<file path="src/pkg/stc_pkg.sv">
/*
 Constants and types for the 16-bit timer/event counter block.
 Assumes a 32-bit AXI4-Lite slave where each register index maps to byte address index*4.
*/
package stc_pkg;

    localparam int IDX_W   = 18;
    localparam int N_TIMER = 2;
    localparam int IRQ_W   = 3 * N_TIMER;

    // Register indices, timer0 first
    localparam logic [IDX_W-1:0] IDX_MODE  [N_TIMER] = '{18'h0FFBA, 18'h0FFB6};
    localparam logic [IDX_W-1:0] IDX_PRESC [N_TIMER] = '{18'h0FFBB, 18'h0FFB7};
    localparam logic [IDX_W-1:0] IDX_CAPT  [N_TIMER] = '{18'h0FFBC, 18'h0FFB8};
    localparam logic [IDX_W-1:0] IDX_OUTC  [N_TIMER] = '{18'h0FFBD, 18'h0FFB9};
    localparam logic [IDX_W-1:0] IDX_COUNT [N_TIMER] = '{18'h0FFC0, 18'h0FFB0};
    localparam logic [IDX_W-1:0] IDX_CMPA  [N_TIMER] = '{18'h0FFC1, 18'h0FFB2};
    localparam logic [IDX_W-1:0] IDX_CMPB  [N_TIMER] = '{18'h0FFC2, 18'h0FFB4};
    localparam logic [IDX_W-1:0] IDX_IRQ_STAT = 18'h0FFC4;
    localparam logic [IDX_W-1:0] IDX_IRQ_MASK = 18'h0FFC5;

    // Field positions
    localparam int MODE_OVF_BIT = 0;
    localparam int MODE_TOG_BIT = 1;
    localparam int MODE_RUN_LO  = 2;
    localparam int PRM_DIV_LO   = 0;
    localparam int PRM_ES_LO    = 4;
    localparam int OUTC_EN_BIT  = 0;

    // Reset values
    localparam logic [7:0]       BYTE_RST = 8'h00;
    localparam logic [15:0]      WORD_RST = 16'h0000;
    localparam logic [IRQ_W-1:0] IRQ_RST  = 6'h00;
    localparam logic [15:0]      CNT_MAX  = 16'hFFFF;

    // Prescaler limits for count clock divide by 1, 4, 16, 256
    localparam logic [7:0] DIV1_MAX   = 8'h00;
    localparam logic [7:0] DIV4_MAX   = 8'h03;
    localparam logic [7:0] DIV16_MAX  = 8'h0F;
    localparam logic [7:0] DIV256_MAX = 8'hFF;

    // Variant gate for the second timer
    localparam int T1_MIN_FLASH_KB = 48;

    localparam logic [1:0] RESP_OKAY   = 2'h0;
    localparam logic [1:0] RESP_SLVERR = 2'h2;

    typedef enum logic [1:0] {RUN_STOP, RUN_FREE, RUN_TRIG, RUN_MATCH} stc_run_e;
    typedef enum logic [1:0] {ES_FALL, ES_RISE, ES_NONE, ES_BOTH} stc_edge_e;

endpackage

</file>
<file path="src/design/stc_timer_core.sv">
/*
 One 16-bit timer/event counter: prescaler, counter, trigger edge detect,
 compare matches, overflow flag and toggle output.
 Assumes control inputs come from registers in the same clock domain.
*/
module stc_timer_core
    import stc_pkg::*;
(
    input  wire logic     clock_i,
    input  wire logic     sys_rst_i,
    input  wire stc_run_e run_mode_i,
    input  wire logic     toggle_cond_i,
    input  wire logic [7:0]  presc_i,
    input  wire logic [15:0] cmpa_i,
    input  wire logic [15:0] cmpb_i,
    input  wire logic     trigger_input_pin_i,
    input  wire logic     ovf_set_i,
    input  wire logic     ovf_clr_i,
    output logic [15:0]   count_o,
    output logic          ovf_flag_o,
    output logic          timer_output_pin_o,
    output logic          overflow_o,
    output logic          match_a_o,
    output logic          match_b_o
);

    function automatic logic [7:0] div_limit(input logic [1:0] sel);
        unique case (sel)
            2'h0: div_limit = DIV1_MAX;
            2'h1: div_limit = DIV4_MAX;
            2'h2: div_limit = DIV16_MAX;
            2'h3: div_limit = DIV256_MAX;
        endcase
    endfunction

    logic [7:0]  div_r;
    logic        trig_prev_r;
    logic [15:0] count_nxt;

    wire stc_edge_e edge_sel = stc_edge_e'(presc_i[PRM_ES_LO +: 2]);
    wire running   = (run_mode_i != RUN_STOP);
    wire tick      = running && (div_r == div_limit(presc_i[PRM_DIV_LO +: 2]));
    wire rise      = trigger_input_pin_i && !trig_prev_r;
    wire fall      = !trigger_input_pin_i && trig_prev_r;
    wire valid_edge = ((edge_sel == ES_RISE) && rise) || ((edge_sel == ES_FALL) && fall)
                   || ((edge_sel == ES_BOTH) && (rise || fall));
    wire hit_a     = tick && (count_o == cmpa_i);
    wire hit_b     = tick && (count_o == cmpb_i);
    wire clr_trig  = (run_mode_i == RUN_TRIG) && valid_edge;
    wire clr_match = (run_mode_i == RUN_MATCH) && hit_a;
    wire wrap      = tick && (count_o == CNT_MAX);
    wire tog_ev    = toggle_cond_i ? (hit_a || (running && valid_edge)) : (hit_a || hit_b);

    always_comb begin
        if (!running) begin
            count_nxt = WORD_RST;
        end else if (clr_trig || clr_match) begin
            count_nxt = WORD_RST;
        end else if (tick) begin
            count_nxt = count_o + 16'h0001;
        end else begin
            count_nxt = count_o;
        end
    end

    always_ff @(posedge clock_i) begin
        if (sys_rst_i) begin
            div_r              <= BYTE_RST;
            trig_prev_r        <= 1'b0;
            count_o            <= WORD_RST;
            ovf_flag_o         <= 1'b0;
            timer_output_pin_o <= 1'b0;
            overflow_o         <= 1'b0;
            match_a_o          <= 1'b0;
            match_b_o          <= 1'b0;
        end else begin
            // Prescaler stops with the counter so no count clock reaches it
            div_r       <= (!running || tick) ? BYTE_RST : div_r + 8'h01;
            trig_prev_r <= trigger_input_pin_i;
            count_o     <= count_nxt;
            // Hardware or software set wins over a clear in the same cycle
            if (wrap || ovf_set_i) begin
                ovf_flag_o <= 1'b1;
            end else if (ovf_clr_i || !running) begin
                ovf_flag_o <= 1'b0;
            end
            if (tog_ev) begin
                timer_output_pin_o <= !timer_output_pin_o;
            end
            overflow_o <= wrap;
            match_a_o  <= hit_a;
            match_b_o  <= hit_b;
        end
    end

endmodule

</file>
<file path="src/design/stc_timer_top.sv">
/*
 Register file, AXI4-Lite slave and interrupt logic around one or two
 16-bit timer/event counters.
 Assumes a single 20 MHz clock, synchronous active-high reset, and trigger
 pins already synchronous to the clock.
*/
// How it works
// - Run-mode 00 stops the timer, its count clock, and zeroes the counter.
// - Run-mode 01 free-runs; 10 restarts on trigger edge; 11 restarts on compare A.
// - Mode register: bits 7..4 zero, run-mode 3..2, toggle bit 1, overflow bit 0.
// - Second timer count is a read-only 16-bit word resetting to zero.
// - Prescaler mode register is read/write and resets to zero.
// - Capture control and output control registers are byte read/write, reset zero.
// - Second timer exists only when program flash is at least 48 KB.
// - Overflow flag sets on wrap from maximum to zero, or by writing one.
// - Prescaler bits 5 and 4 select the valid trigger edge.
module stc_timer_top
    import stc_pkg::*;
#(
    parameter int ADDR_W   = 20,
    parameter int FLASH_KB = 128
)(
    input  wire logic              clock_i,
    input  wire logic              sys_rst_i,
    // AXI4-Lite slave
    input  wire logic [ADDR_W-1:0] s_axi_awaddr_i,
    input  wire logic              s_axi_awvalid_i,
    output logic                   s_axi_awready_o,
    input  wire logic [31:0]       s_axi_wdata_i,
    input  wire logic [3:0]        s_axi_wstrb_i,
    input  wire logic              s_axi_wvalid_i,
    output logic                   s_axi_wready_o,
    output logic [1:0]             s_axi_bresp_o,
    output logic                   s_axi_bvalid_o,
    input  wire logic              s_axi_bready_i,
    input  wire logic [ADDR_W-1:0] s_axi_araddr_i,
    input  wire logic              s_axi_arvalid_i,
    output logic                   s_axi_arready_o,
    output logic [31:0]            s_axi_rdata_o,
    output logic [1:0]             s_axi_rresp_o,
    output logic                   s_axi_rvalid_o,
    input  wire logic              s_axi_rready_i,
    // Timer pins
    input  wire logic [N_TIMER-1:0] trigger_input_pin_i,
    output logic [N_TIMER-1:0]      timer_output_pin_o,
    output logic [N_TIMER-1:0]      timer_output_en_o,
    output logic                    irq_o
);

    localparam bit HAS_T1 = (FLASH_KB >= T1_MIN_FLASH_KB);

    ////////////////////////////////////////////////////////////////////////
    // Storage

    logic [2:0]       mode_r  [N_TIMER];
    logic [7:0]       presc_r [N_TIMER];
    logic [7:0]       capt_r  [N_TIMER];
    logic [7:0]       outc_r  [N_TIMER];
    logic [15:0]      cmpa_r  [N_TIMER];
    logic [15:0]      cmpb_r  [N_TIMER];
    logic [IRQ_W-1:0] irq_stat_r;
    logic [IRQ_W-1:0] irq_mask_r;

    logic [ADDR_W-1:0] awaddr_r;
    logic              aw_held_r;
    logic [31:0]       wdata_r;
    logic [3:0]        wstrb_r;
    logic              w_held_r;

    logic [15:0]       count_w   [N_TIMER];
    logic [N_TIMER-1:0] ovf_flag_w;
    logic [N_TIMER-1:0] ovf_ev_w;
    logic [N_TIMER-1:0] mat_a_w;
    logic [N_TIMER-1:0] mat_b_w;
    logic [N_TIMER-1:0] tout_w;
    logic [N_TIMER-1:0] ovf_set_w;
    logic [N_TIMER-1:0] ovf_clr_w;
    logic [IRQ_W-1:0]   irq_ev_w;

    ////////////////////////////////////////////////////////////////////////
    // Address decode

    function automatic logic present(input int t);
        present = (t == 0) || HAS_T1;
    endfunction

    function automatic logic [IDX_W-1:0] to_idx(input logic [ADDR_W-1:0] a);
        to_idx = IDX_W'(a >> 2);
    endfunction

    // Register bank of timer t hit by index ix
    function automatic logic [6:0] bank_hits(input logic [IDX_W-1:0] ix, input int t);
        bank_hits = {ix == IDX_CMPB[t], ix == IDX_CMPA[t], ix == IDX_COUNT[t],
                     ix == IDX_OUTC[t], ix == IDX_CAPT[t], ix == IDX_PRESC[t],
                     ix == IDX_MODE[t]} & {7{present(t)}};
    endfunction

    wire [IDX_W-1:0] wr_idx = to_idx(awaddr_r);
    wire [IDX_W-1:0] rd_idx = to_idx(s_axi_araddr_i);
    wire [6:0] wr_hit0 = bank_hits(wr_idx, 0);
    wire [6:0] wr_hit1 = bank_hits(wr_idx, 1);
    wire [6:0] rd_hit0 = bank_hits(rd_idx, 0);
    wire [6:0] rd_hit1 = bank_hits(rd_idx, 1);
    wire [6:0] wr_hit [N_TIMER] = '{wr_hit0, wr_hit1};

    wire wr_stat   = (wr_idx == IDX_IRQ_STAT);
    wire wr_mask   = (wr_idx == IDX_IRQ_MASK);
    wire wr_mapped = (|wr_hit0) || (|wr_hit1) || wr_stat || wr_mask;
    wire rd_stat   = (rd_idx == IDX_IRQ_STAT);
    wire rd_mask   = (rd_idx == IDX_IRQ_MASK);
    wire rd_mapped = (|rd_hit0) || (|rd_hit1) || rd_stat || rd_mask;

    ////////////////////////////////////////////////////////////////////////
    // AXI4-Lite handshakes

    // Address and data are taken in either order and held until both arrived
    wire w_fire  = aw_held_r && w_held_r && !s_axi_bvalid_o;
    wire ar_fire = s_axi_arvalid_i && s_axi_arready_o;
    wire lo_en   = w_fire && wstrb_r[0];
    wire hi_en   = w_fire && wstrb_r[1];

    assign s_axi_awready_o = !aw_held_r && !s_axi_bvalid_o;
    assign s_axi_wready_o  = !w_held_r && !s_axi_bvalid_o;
    assign s_axi_arready_o = !s_axi_rvalid_o;

    always_ff @(posedge clock_i) begin
        if (sys_rst_i) begin
            aw_held_r <= 1'b0;
            awaddr_r  <= '0;
        end else if (s_axi_awvalid_i && s_axi_awready_o) begin
            aw_held_r <= 1'b1;
            awaddr_r  <= s_axi_awaddr_i;
        end else if (w_fire) begin
            aw_held_r <= 1'b0;
        end
    end

    always_ff @(posedge clock_i) begin
        if (sys_rst_i) begin
            w_held_r <= 1'b0;
            wdata_r  <= '0;
            wstrb_r  <= '0;
        end else if (s_axi_wvalid_i && s_axi_wready_o) begin
            w_held_r <= 1'b1;
            wdata_r  <= s_axi_wdata_i;
            wstrb_r  <= s_axi_wstrb_i;
        end else if (w_fire) begin
            w_held_r <= 1'b0;
        end
    end

    always_ff @(posedge clock_i) begin
        if (sys_rst_i) begin
            s_axi_bvalid_o <= 1'b0;
            s_axi_bresp_o  <= RESP_OKAY;
        end else if (w_fire) begin
            s_axi_bvalid_o <= 1'b1;
            s_axi_bresp_o  <= wr_mapped ? RESP_OKAY : RESP_SLVERR;
        end else if (s_axi_bready_i) begin
            s_axi_bvalid_o <= 1'b0;
        end
    end

    ////////////////////////////////////////////////////////////////////////
    // Read mux

    function automatic logic [31:0] bank_read(input logic [6:0] h, input int t);
        bank_read = '0;
        if (h[0]) bank_read = {28'h0, mode_r[t], ovf_flag_w[t]};
        if (h[1]) bank_read = {24'h0, presc_r[t]};
        if (h[2]) bank_read = {24'h0, capt_r[t]};
        if (h[3]) bank_read = {24'h0, outc_r[t]};
        if (h[4]) bank_read = {16'h0, count_w[t]};
        if (h[5]) bank_read = {16'h0, cmpa_r[t]};
        if (h[6]) bank_read = {16'h0, cmpb_r[t]};
    endfunction

    wire [31:0] rd_irq = rd_stat ? {26'h0, irq_stat_r} : rd_mask ? {26'h0, irq_mask_r} : 32'h0;
    wire [31:0] rd_val = bank_read(rd_hit0, 0) | bank_read(rd_hit1, 1) | rd_irq;

    always_ff @(posedge clock_i) begin
        if (sys_rst_i) begin
            s_axi_rvalid_o <= 1'b0;
            s_axi_rdata_o  <= '0;
            s_axi_rresp_o  <= RESP_OKAY;
        end else if (ar_fire) begin
            s_axi_rvalid_o <= 1'b1;
            s_axi_rdata_o  <= rd_val;
            s_axi_rresp_o  <= rd_mapped ? RESP_OKAY : RESP_SLVERR;
        end else if (s_axi_rready_i) begin
            s_axi_rvalid_o <= 1'b0;
        end
    end

    ////////////////////////////////////////////////////////////////////////
    // Control registers; count word has no write path

    always_ff @(posedge clock_i) begin
        if (sys_rst_i) begin
            for (int t = 0; t < N_TIMER; t++) begin
                mode_r[t]  <= BYTE_RST[3:1];
                presc_r[t] <= BYTE_RST;
                capt_r[t]  <= BYTE_RST;
                outc_r[t]  <= BYTE_RST;
                cmpa_r[t]  <= WORD_RST;
                cmpb_r[t]  <= WORD_RST;
            end
        end else begin
            for (int t = 0; t < N_TIMER; t++) begin
                if (lo_en && wr_hit[t][0]) begin
                    mode_r[t] <= wdata_r[3:1];
                end
                if (lo_en && wr_hit[t][1]) begin
                    presc_r[t] <= wdata_r[7:0];
                end
                if (lo_en && wr_hit[t][2]) begin
                    capt_r[t] <= wdata_r[7:0];
                end
                if (lo_en && wr_hit[t][3]) begin
                    outc_r[t] <= wdata_r[7:0];
                end
                if (lo_en && wr_hit[t][5]) begin
                    cmpa_r[t][7:0] <= wdata_r[7:0];
                end
                if (hi_en && wr_hit[t][5]) begin
                    cmpa_r[t][15:8] <= wdata_r[15:8];
                end
                if (lo_en && wr_hit[t][6]) begin
                    cmpb_r[t][7:0] <= wdata_r[7:0];
                end
                if (hi_en && wr_hit[t][6]) begin
                    cmpb_r[t][15:8] <= wdata_r[15:8];
                end
            end
        end
    end

    ////////////////////////////////////////////////////////////////////////
    // Timer instances

    for (genvar t = 0; t < N_TIMER; t++) begin : g_tmr
        assign ovf_set_w[t] = lo_en && wr_hit[t][0] && wdata_r[MODE_OVF_BIT];
        assign ovf_clr_w[t] = lo_en && wr_hit[t][0] && !wdata_r[MODE_OVF_BIT];
        assign irq_ev_w[3*t +: 3] = {mat_b_w[t], mat_a_w[t], ovf_ev_w[t]};

        if (present(t)) begin : g_on
            stc_timer_core u_core (
                .clock_i             (clock_i),
                .sys_rst_i           (sys_rst_i),
                .run_mode_i          (stc_run_e'(mode_r[t][2:1])),
                .toggle_cond_i       (mode_r[t][0]),
                .presc_i             (presc_r[t]),
                .cmpa_i              (cmpa_r[t]),
                .cmpb_i              (cmpb_r[t]),
                .trigger_input_pin_i (trigger_input_pin_i[t]),
                .ovf_set_i           (ovf_set_w[t]),
                .ovf_clr_i           (ovf_clr_w[t]),
                .count_o             (count_w[t]),
                .ovf_flag_o          (ovf_flag_w[t]),
                .timer_output_pin_o  (tout_w[t]),
                .overflow_o          (ovf_ev_w[t]),
                .match_a_o           (mat_a_w[t]),
                .match_b_o           (mat_b_w[t])
            );
        end else begin : g_off
            assign count_w[t]    = WORD_RST;
            assign ovf_flag_w[t] = 1'b0;
            assign tout_w[t]     = 1'b0;
            assign ovf_ev_w[t]   = 1'b0;
            assign mat_a_w[t]    = 1'b0;
            assign mat_b_w[t]    = 1'b0;
        end
    end

    ////////////////////////////////////////////////////////////////////////
    // Pins and interrupt

    always_ff @(posedge clock_i) begin
        if (sys_rst_i) begin
            timer_output_pin_o <= '0;
            timer_output_en_o  <= '0;
        end else begin
            for (int t = 0; t < N_TIMER; t++) begin
                timer_output_pin_o[t] <= tout_w[t];
                timer_output_en_o[t]  <= outc_r[t][OUTC_EN_BIT] && present(t);
            end
        end
    end

    wire [IRQ_W-1:0] stat_w1c = (lo_en && wr_stat) ? wdata_r[IRQ_W-1:0] : '0;

    always_ff @(posedge clock_i) begin
        if (sys_rst_i) begin
            irq_stat_r <= IRQ_RST;
            irq_mask_r <= IRQ_RST;
        end else begin
            // New events win over a write-one-to-clear
            irq_stat_r <= (irq_stat_r & ~stat_w1c) | irq_ev_w;
            if (lo_en && wr_mask) begin
                irq_mask_r <= wdata_r[IRQ_W-1:0];
            end
        end
    end

    assign irq_o = |(irq_stat_r & irq_mask_r);

endmodule

</file>
<file path="config.mk">
export PLATFORM = sky130hd
export DESIGN_NAME = stc_timer_top
export DESIGN_NICKNAME = d
export VERILOG_FILES = /design/src/pkg/stc_pkg.sv /design/src/design/stc_timer_core.sv /design/src/design/stc_timer_top.sv
export SDC_FILE = /design/constraint.sdc
export NUM_CORES = 1
export LEC_CHECK = 0
export ABC_AREA = 1
export BUFFER_PORTS_ARGS = -buffer_cell sky130_fd_sc_hd__buf_2
export CORE_MARGIN = 5
export CORE_UTILIZATION = 54
export DETAILED_ROUTE_END_ITERATION = 10
export GPL_TIMING_DRIVEN = 0
export PLACE_DENSITY = 0.86
export SETUP_SLACK_MARGIN = 0.05
export SLEW_MARGIN = 20
export SYNTH_ARGS = -nofsm -noshare
export SYNTH_HDL_FRONTEND = slang
export SYNTH_SLANG_ARGS = --single-unit
</file>
<file path="constraint.sdc">
create_clock -name clock_i -period 4.58 [get_ports clock_i]
set_clock_uncertainty 0.05 [all_clocks]
set_input_delay 0.229 -clock clock_i [delete_from_list [all_inputs] [get_ports clock_i]]
set_output_delay 0.229 -clock clock_i [all_outputs]
set_load 0.01 [all_outputs]
</file>
After elaboration in Yosys (flattened, before gate mapping)
Memory sizes are Yosys's and may differ from the RTL's. Cells that the tools add are included.

Bits in registers: 154. Input bits: 85. Memories kept: 6. Memory bits (writable): 118. Word-level logic and storage cells: 331. Output and inout bits: 46.

Memories: cmpa_r (depth 2, width 16, read ports 2, clocked after Yosys merged registers in 0, write ports 2, line stc_timer_top.sv:59) `logic [15:0] cmpa_r [N_TIMER];`; cmpb_r (depth 2, width 16, read ports 2, clocked after Yosys merged registers in 0, write ports 2, line stc_timer_top.sv:60) `logic [15:0] cmpb_r [N_TIMER];`; capt_r (depth 2, width 8, read ports 2, clocked after Yosys merged registers in 0, write ports 2, line stc_timer_top.sv:57) `logic [7:0] capt_r [N_TIMER];`; outc_r (depth 2, width 8, read ports 2, clocked after Yosys merged registers in 0, write ports 2, line stc_timer_top.sv:58) `logic [7:0] outc_r [N_TIMER];`; presc_r (depth 2, width 8, read ports 2, clocked after Yosys merged registers in 0, write ports 2, line stc_timer_top.sv:56) `logic [7:0] presc_r [N_TIMER];`; mode_r (depth 2, width 3, read ports 2, clocked after Yosys merged registers in 0, write ports 2, line stc_timer_top.sv:55) `logic [2:0] mode_r [N_TIMER];`.

Equal/unequal tests: 54. Reductions and logical operators: 113. $add $sub $neg: 4. Bitwise gates (word level): 24. Mux-type cells: 100.

Operators with widths (number): $eq A18 B16 Y1 const B (32); $mux W32 (5); $mux W8 (18); $eq A16 B16 Y1 (4); $pmux W8 S4 (2); $mux W1 (63); $logic_and A1 B1 Y1 (55); $mux W16 (3); $add A16 B1 Y16 const B (2); $eq A16 B16 Y1 const B (2); $or A32 B32 Y32 (1); $or A32 B6 Y32 (1); $reduce_or A7 Y1 (4); $logic_or A1 B1 Y1 (24); $eq A2 B2 Y1 const B (10); $mux W6 (3); $add A8 B1 Y8 const B (2); $eq A8 B8 Y1 (2); $or A1 B1 Y1 (16); $reduce_bool A2 Y1 (8); $logic_not A1 Y1 (13); $and A6 B6 Y6 (2); $eq A2 B1 Y1 const B (4); $logic_not A2 Y1 (4); 9 further kinds (15).

Depth between registers and ports, before layout
Gate-level depths: netlist (run 1).

Word-level depth: 10. Gate-level depth with buffers: 16. Depth with buffers taken out: 15.

Cells and area by module
From an unflattened synthesis (run 1), not the netlist that was laid out.

Cell total of the unflattened synthesis: 1866. Area, all modules: 13779.5 µm².

Modules (own cells, without submodules): stc_timer_top (cells each 1138, times used 1, sequential area each 5024.8 µm², area each 9401.5 µm²); stc_timer_core (g_tmr[0].g_on.u_core) (cells each 365, times used 1, sequential area each 600.6 µm², area each 2217.1 µm²); stc_timer_core (g_tmr[1].g_on.u_core) (cells each 363, times used 1, sequential area each 600.6 µm², area each 2160.8 µm²).

Least setup slack after synthesis (run 1)
OpenSTA, ideal clock, no wires.

Path kind: flip-flop to flip-flop. Start point: reg awaddr_r[14]. End point: mem cmpb_r[1][0], enable pin. Cell stages (with the launch flop): 7. Clock period less this slack: 2.078 ns. Library setup time: 0.384 ns. Data required time: 4.146 ns. Setup slack: 2.502 ns. Buffers on the path: 0. Arrival time: 1.644 ns. Cell sequence: dfxtp_1 -> nand2_1 -> nor2_1 -> nand2_1 -> nor3_2 -> nand3_1 -> o21ai_0.

RTL lines: start: declaration (line stc_timer_top.sv:64) `logic [ADDR_W-1:0] awaddr_r;`; start signal: assignment (line stc_timer_top.sv:132) `awaddr_r <= s_axi_awaddr_i;`; end: declaration (line stc_timer_top.sv:60).

==> summary.txt, run 1 <==
Outcome
  • Run status: complete, no violations

GRT
  • Via count of the first global-routing pass: 11553
  • Largest net degree at the start of global routing: 16
  • Number of antenna violations at the first check in global routing: 0
  • GRT Total Usage: 0.291
  • Wire length of the first global-routing pass: 63900 µm
  • Overall overflow remaining after global route: 0

CTS
  • H-tree depth: 1
  • Buffers inserted by post-CTS timing repair: 0
  • Clock-pin slew reported for the worst setup and hold paths after clock tree synthesis: 0.06 ns
  • Root buffer cell: clkbuf_16
  • Number of sinks handled by clock tree synthesis: 252
  • Worst skew pair latency: 0.54 ns
  • TritonCTS clock tree: yes
  • Maximum buffer depth of the clock tree: 3
  • Cts bufs inserted: 26

Synthesis
  • Distinct cell type count of the synthesized netlist: 44
  • Fraction of the yosys area taken by sequential cells: 0.472
  • Primary flip-flop cell chosen by synthesis mapping: dfxtp_1
  • Yosys synthesis warning count: 0
  • Post-synthesis average cell area: 7.62 µm²
  • Number of enable flip-flop cells after synthesis: 118
  • Yosys reg bits: 252
  • Proportion of register bits with asynchronous set or reset after synthesis: 0
  • Gate Count Post-Synth: 1733
  • Cell Area, Synth: 13200 µm²

Timing
  • Final Hold Violating Endpoints: 0
  • Maximum clock rate: 0.370 GHz
  • Relative slew slack: 0.262
  • Period utilization: 0.590
  • Transition at the pin with the smallest max-transition slack: 1.10 ns
  • TNS Setup: 0 ns
  • Final setup vio count: 0
  • Final-report max-slew violation count: 0
  • Shortest clock period the worst path allows after layout: 2.70 ns
  • RSZ-0062 raised after global routing: no

Critical path
  • Arrival time at the worst endpoint: 2.80 ns
  • Cell with the most instances on the worst path: nand2_1
  • Cell family contributing the most delay on the critical path: simple AND/OR/NAND/NOR gates
  • Type of the setup path with the least slack: reg2reg
  • Worst Setup End Kind: flip-flop
  • CP startpoint kind: flip-flop
  • Critical path cell sequence: nand2_1, nor2_1, nand2_1, nor3_2, nand3_1, o21ai_0
  • Buffers and inverters on the worst path: 0
  • Crit-path slowest cell: o21ai_0
  • CP max FO: 8
  • Largest stage delay on the critical path: 0.93 ns
  • Required @ worst endpoint: 4.68 ns

Place
  • Routability congestion estimate: 1.07
  • Cell area reported after detailed placement: 14100 µm²
  • Dpl cells: 2164
  • Number of port buffers: 89
  • DPL Wire Length: 31200 µm

Floorplan
  • Placement row count: 57
  • I/O pin cnt: 131
  • Placeable core region: 24200 µm²
  • Floorplan die area: 27700 µm²
  • Die height: 166 µm
  • Starting density of the core: 0.546
  • Horizontal die dimension: 166 µm

Final layout
  • Share of post-route cells with drive strength above 1: 0.129
  • Count of filler cells inserted in the layout: 2011
  • Layout Cells excl Fill: 2253
  • Post-layout instance area: 15400 µm²
  • Number of inserted diodes: 0
  • Area delta synth->final: 16.8%
  • Final cell utilization of the core: 0.638
  • Nets@finish: 2002

Route
  • Drt pass-1 iters: 7
  • Number of DRC markers after the initial detailed-route iteration: 1353
  • Residual antenna-violating net count after detailed routing: 0
  • Overall routed net length: 41600 µm
  • Vias per std cell: 5.46
  • DRC violation count after routing: 0
  • Vias post-DR: 12310
  • Routed length per placed instance: 18.5 µm

Pwr
  • Power per Cell Area: 328 nW/µm²
  • Maximum vdd drop: 0.291 mV
  • Leakage component of the power: 6.38 nW
  • Overall power: 5.06 mW

Job
  • Count of max-cap constraint violations: 0

Min path
  • Class of the tightest hold or removal check: in2reg
-- final cells by class --
type                            instances  area [µm²]  share of cell area
Sequential cell                       252        6230               0.404
Multi-Input combinational cell       1185        5730               0.372
Inverter                              233         875              0.0567
Timing Repair Buffer                  131         863              0.0560
Clock buffer                           34         754              0.0489
Buffer                                 80         449              0.0291
Tap cell                              324         405              0.0263
Clock inverter                         14         110             0.00714
-- worst paths after layout --
path                                        from       endpoint  slack [ns]  cells after the start
setup / recovery                    awaddr_r[13]   cmpb_r[1][1]        1.88                      6
hold / removal                   s_axi_awvalid_i    awaddr_r[4]        0.15                      4
setup reg to reg                    awaddr_r[13]   cmpb_r[1][1]        1.88                      6
hold reg to reg   g_tmr[0].g_on.u_core.match_b_o  irq_stat_r[2]        0.39                      2
-- worst min-delay path: cells and delay by family --
| kind | cells | cell delay [ns] |
|---|---|---|
| simple gates | 1 | 0.13 |
| buf+inv | 1 | 0.07 |
| compound gates | 2 | 0.26 |
-- stage by stage --
stage | setup WS [ns] | hold WS, ns
finish | 1.88 | 0.150
floorplan | 2.50 | 0.308
CTS | 1.90 | 0.114
global route | 1.66 | 0.162
global placement | 1.64 | 0.367
detailed placement | 1.70 | 0.377
-- cells in the mapped netlist, types with 2 or more instances --
cell type | number | area, µm²
xnor2_1 | 32 | 280
clkbuf_2 | 5 | 25.0
nor3_1 | 26 | 130
nor3b_1 | 3 | 22.5
nor2_2 | 11 | 68.8
nor2_4 | 9 | 101
dfxtp_1 | 134 | 2680
edfxtp_1 | 118 | 3540
clkinv_1 | 3 | 11.3
nand3_2 | 6 | 60.1
o21ai_1 | 15 | 75.1
or2_0 | 2 | 12.5
nand2_1 | 341 | 1280
nand3b_1 | 6 | 45.0
nor4_1 | 5 | 31.3
nand3_1 | 129 | 646
o211ai_1 | 7 | 52.6
xor2_1 | 35 | 307
nand4_1 | 31 | 194
buf_2 | 24 | 120
buf_6 | 3 | 33.8
o31ai_1 | 5 | 37.5
nor2_1 | 292 | 1100
nor3_2 | 3 | 30.0
buf_4 | 24 | 180
ha_1 | 8 | 100
nand2_2 | 5 | 31.3
or2_2 | 9 | 56.3
buf_1 | 2 | 7.51
inv_1 | 222 | 833
a21oi_1 | 66 | 330
o21ai_0 | 110 | 551
clkbuf_1 | 22 | 82.6
inv_2 | 8 | 30.0
nand4_2 | 3 | 37.5
-- layout by cell type, fill, tap and decap left out, types with 6 or more instances in the layout --
cell type      instances
a21oi_1               66
buf_2                113
buf_4                 25
clkbuf_1              26
clkbuf_16             29
conb_1                18
dfxtp_1              134
dlygate4sd3_1         41
edfxtp_1             118
ha_1                   8
inv_1                222
inv_2                  8
nand2_1              341
nand3_1              129
nand3_2                6
nand3b_1               6
nand4_1               31
nor2_1               292
nor2_2                11
nor2_4                 9
nor3_1                26
o211ai_1               7
o21ai_0              103
o21ai_1               22
or2_2                  9
xnor2_1               32
xor2_1                35
-- power by group --
group	leakage [nW]	internal (mW)	switching (mW)	total, mW
clock	0.420	1.22	0.912	2.14
sequential	2.31	2.44	0.0629	2.50
combinational	3.64	0.143	0.279	0.421
-- repair_timing --
item	CTS	global route
resized for setup	0	0
hold buffers	41	0
endpoints found under the hold margin	41	0
-- metal layers --
layer / vias to the layer above / share of wire / GRT usage
li1: 5885 / - / -
met1: 5651 / 0.40 / 0.399
met2: 695 / 0.46 / 0.488
met3: 79 / 0.11 / 0.0457
met4: 0 / 0.026 / 0.0736
met5: - / 0 / 0
-- logic make-up after synthesis --
family,Yosys count,synth area share
and+or+nand+nor,882,0.292
buffers and inverters,313,0.100
DFF,252,0.472
AOI/OAI and AO/OA,210,0.0843
xor gates and xnor gates,67,0.0445
adders and majority gates,8,0.00758
other,1,0.000284
-- state kept, by name, indices dropped and copies added (netlist names), 6 cells and up --
signal and flops:
cmpb_r 32, outc_r 16, g_tmr.g_on.u_core.count_o 32, cmpa_r 32, irq_mask_r 6, presc_r 16
irq_stat_r 6, wdata_r 16, mode_r 6, g_tmr.g_on.u_core.div_r 16, awaddr_r 18, s_axi_rdata_o 16
capt_r 16
No activity file was read; power rests on OpenSTA's default activity.
==> run 2, diff against run 1 <==
- ABC_AREA: 1 -> 0
- clock period: 4.58 -> 2.5 ns (I/O delays scaled with it)
==> run 2 against run 1 <==
Compared with the run above:
- combinational power is 78% higher
- first-iteration DRC count is 9.7% higher
- critical path depth is 2 higher
- count of clock-buffer cells in the layout is 4 lower
- die area is 4.7% lower
- worst setup slack worse by 1.8 ns
- power is 92% higher
- sequential share of layout area is 1.0 points higher
- clock power is 100% higher
- via count is 9.9% lower
- area after synthesis is 5.0% lower
- largest cell class unchanged
==> summary.txt, run 2 <==
Timing
  • RSZ-0062 raised after global routing: yes
  • Shortest clock period the worst path allows after layout: 2.46 ns
  • Period utilization: 0.986
  • Final-report max-slew violation count: 0 (unchanged)
  • Final Hold Violating Endpoints: 0 (unchanged)
  • Transition at the pin with the smallest max-transition slack: 0.944 ns (-0.151 ns)
  • Worst Setup Slack, final: 0.0358 ns (-1.84 ns)
  • Final setup vio count: 0 (unchanged)
  • Worst hold slack: 0.0410 ns (-0.109 ns)
  • Maximum clock rate: 0.406 GHz
  • Relative slew slack: 0.362 (+0.0999)

Place
  • Number of port buffers: 87 (-2.2%)
  • Worst Setup Slack post-DPL: -1.00 ns (-2.70 ns)
  • Routability congestion estimate: 1.03 (-3.5%)
  • DPL Wire Length: 30700 µm (-1.7%)

Pwr
  • Overall power: 9.73 mW (+92%)
  • Leakage component of the power: 5.56 nW (-13%)
  • Fraction of power spent switching nets: 0.239 (-0.00883)
  • Power per Cell Area: 647 nW/µm² (+97%)
  • Share of total power in combinational logic: 0.077 (-0.006)
  • Maximum vdd drop: 0.652 mV (+120%)
  • Clock share of power: 0.450 (+0.028)
  • P_sw: 2.33 mW (+86%)
  • Relative contribution of sequential cells to total power: 0.473 (-0.021)
  • Internal power of the cells: 7.41 mW (+95%)

Synthesis
  • Yosys reg bits: 252 (unchanged)
  • Top cell type by total area after synthesis: edfxtp_1
  • Yosys synthesis warning count: 0 (unchanged)
  • Main area contributors after synthesis: edfxtp_1 (28%), dfxtp_1 (21%), and2_1 (4.0%)
  • Number of enable flip-flop cells after synthesis: 118 (unchanged)
  • Share of Yosys cell area claimed by the top area cell type: 0.282 (+0.0141)
  • Proportion of register bits with asynchronous set or reset after synthesis: 0 (unchanged)
  • Most repeated cell in the gate-level netlist after synthesis: dfxtp_1
  • Simple-gate portion of the synthesized area: 0.222 (-0.0691)
  • Share of synthesized area spent on multiplexers: 0.0239 (+0.0239)
  • Gate Count Post-Synth: 1295 (-25%)
  • Primary flip-flop cell chosen by synthesis mapping: dfxtp_1
  • Post-synthesis average cell area: 9.69 µm² (+27%)
  • Arithmetic-cell share of the synthesized area counting full adders, half adders and majority gates: 0.00798 (+0.000398)
  • Main combinational cell family by area after synthesis: simple AND/OR/NAND/NOR gates
  • Cell Area, Synth: 12500 µm² (-5.0%)
  • Commonest cells in the synthesized netlist: dfxtp_1 (134), nand2_1 (131), nor2_1 (120)
  • Compound-Gate Fraction of Synth Area: 0.133 (+0.0490)
  • Distinct cell type count of the synthesized netlist: 76 (+73%)
  • XOR/XNOR Fraction of Synth Area: 0.0740 (+0.0296)
  • Fraction of the yosys area taken by sequential cells: 0.496 (+0.0247)

CTS
  • Worst skew pair latency: 0.55 ns (about the same)
  • Clock-pin slew reported for the worst setup and hold paths after clock tree synthesis: 0.06 ns (about the same)
  • Cts bufs inserted: 27 (+3.8%)
  • Number of sinks handled by clock tree synthesis: 252 (unchanged)
  • Maximum buffer depth of the clock tree: 3 (unchanged)
  • TritonCTS clock tree: yes
  • H-tree depth: 1 (unchanged)
  • Root buffer cell: clkbuf_16

Floorplan
  • Floorplan die area: 26400 µm² (-4.7%)
  • Placement row count: 55 (-3.5%)
  • Horizontal die dimension: 162 µm (-2.4%)
  • I/O pin cnt: 131 (unchanged)
  • Die height: 162 µm (-2.4%)
  • Placeable core region: 22800 µm² (-5.8%)
  • Starting density of the core: 0.551 (+0.00464)

GRT
  • Number of antenna violations at the first check in global routing: 0 (unchanged)
  • Overall overflow remaining after global route: 0 (unchanged)
  • Wire length of the first global-routing pass: 62800 µm (-1.7%)
  • Largest net degree at the start of global routing: 16 (unchanged)
  • Via count of the first global-routing pass: 10805 (-6.5%)
  • GRT Total Usage: 0.313 (+0.0216)

Min path
  • Start point of the worst min-delay path: s_axi_wvalid_i
  • Cell depth of the worst hold path: 4 (unchanged)
  • Class of the tightest hold or removal check: in2reg
  • WHS Endpoint: wstrb_r[0]

Final layout
  • Most frequent standard cell in the layout excluding fill and tap cells: dfxtp_1
  • Nets@finish: 1558 (-22%)
  • Highest-count cells in the layout ignoring fill and taps: dfxtp_1 (134), nand2_1 (131), nor2_1 (118), edfxtp_1 (118), buf_2 (94)
  • Number of inserted diodes: 0 (unchanged)
  • Largest registers: cmpa_r x32, cmpb_r x32, g_tmr.g_on.u_core.count_o x32
  • Share of post-route cells with drive strength above 1: 0.152 (+0.0235)
  • Area delta synth->final: 19.9%

Critical path
  • CP startpoint kind: primary input
  • Worst R2R Path Depth: 6 (unchanged)
  • R2R setup slack: 0.07 ns (-1.81 ns)
  • Worst Setup End Kind: flip-flop
  • Origin of the critical flop-to-flop path: awaddr_r[11]
  • Required @ worst endpoint: 2.89 ns (-1.79 ns)
  • Type of the setup path with the least slack: in2reg
  • Endpoint of the most critical register-to-register path: presc_r[0][8]
  • CP max FO: 10 (+2)
  • Arrival time at the worst endpoint: 2.85 ns (+0.05 ns)

Route
  • Vias post-DR: 11096 (-9.9%)
  • Residual antenna-violating net count after detailed routing: 0 (unchanged)
  • Vias per std cell: 6.17 (+13%)
  • Overall routed net length: 42400 µm (+1.8%)
  • DRC violation count after routing: 0 (unchanged)
  • Number of DRC markers after the initial detailed-route iteration: 1484 (+9.7%)
  • Routed length per placed instance: 23.6 µm (+27%)
  • Drt pass-1 iters: 5 (-2)

Job
  • Count of max-cap constraint violations: 0 (unchanged)

Outcome
  • Run status: complete, no violations
run 2: cell families (layout without fill, tap and decap cells):
| kind of cell | after synthesis | count (layout) |
|---|---|---|
| multiplexers | 29 | 29 |
| AND/OR/NAND/NOR | 537 | 537 |
| adder cells (fa/ha/maj) | 8 | 8 |
| AO/OA/AOI/OAI | 243 | 243 |
| other | 1 | 18 |
| buffers and inverters | 119 | 293 |
| XOR/XNOR | 106 | 106 |
| flip-flops | 252 | 252 |
run 2: critical path, stage by stage:
cell and delay (ns):
clkbuf_1 0.17, nor3_1 0.39, nand3_1 0.16, clkbuf_1 0.28
nor3_1 0.63, clkbuf_1 0.53, a2111oi_0 0.31, a311oi_1 0.26
run 2: power groups by stage:
stage / clock network [mW] / logic (mW) / registers [mW]
finish: 4.38 / 0.748 / 4.60
global route: 4.58 / 0.801 / 4.61
CTS: 4.38 / 0.716 / 4.59
detailed placement: 0 / 0.649 / 4.68
global placement: 0 / 0.636 / 4.67
floorplan: 0 / 0.405 / 4.62
run 2: worst max path at each step:
stage                       startpoint                to  slack (ns)  depth (start not counted)
finish              s_axi_araddr_i[19]  s_axi_rdata_o[3]        0.04                          8
global route              awaddr_r[12]     presc_r[0][8]     -0.0004                          6
CTS                        awaddr_r[9]     irq_mask_r[0]        0.04                          6
detailed placement           sys_rst_i      cmpb_r[1][7]       -1.00                          5
global placement             sys_rst_i      cmpb_r[1][7]       -0.98                          5
floorplan                 awaddr_r[18]     irq_mask_r[0]        0.24                          6
run 2: cell type report:
class	count	area, µm²
fillers	1765	7740
flip-flops and latches	252	6230
multi-input cells	941	6040
repair buffers	134	891
clock buffers	30	707
plain buffers	87	424
well taps	313	392
clock inverters	20	272
inverters	22	82.6
run 2: through the flow:
step,TNS (ns),cell area [µm²],std cells,utilization
6_report,0,15000,1799,0.660
5_1_grt,-0.000426,15000,1799,0.660
4_1_cts,0,15000,1801,0.658
3_5_place_dp,-157.04,13500,1712,0.591
3_3_place_gp,-150.42,13400,1712,0.590
2_1_floorplan,0,12600,1312,-
run 2: per-layer routing:
layer	global-route usage	share of wire	vias up
met1	0.420	0.39	5242
met2	0.484	0.44	734
met3	0.0747	0.11	136
met5	0	0	-
met4	0.141	0.052	0
li1	-	-	4984
run 2: timing repair:
item	in CTS	in global routing
setup endpoints to repair	242	117
hold buffers	41	0
buffers inserted	3	3
gates resized for setup	30	14
hold endpoints to repair	40	0
pin swaps	3	3
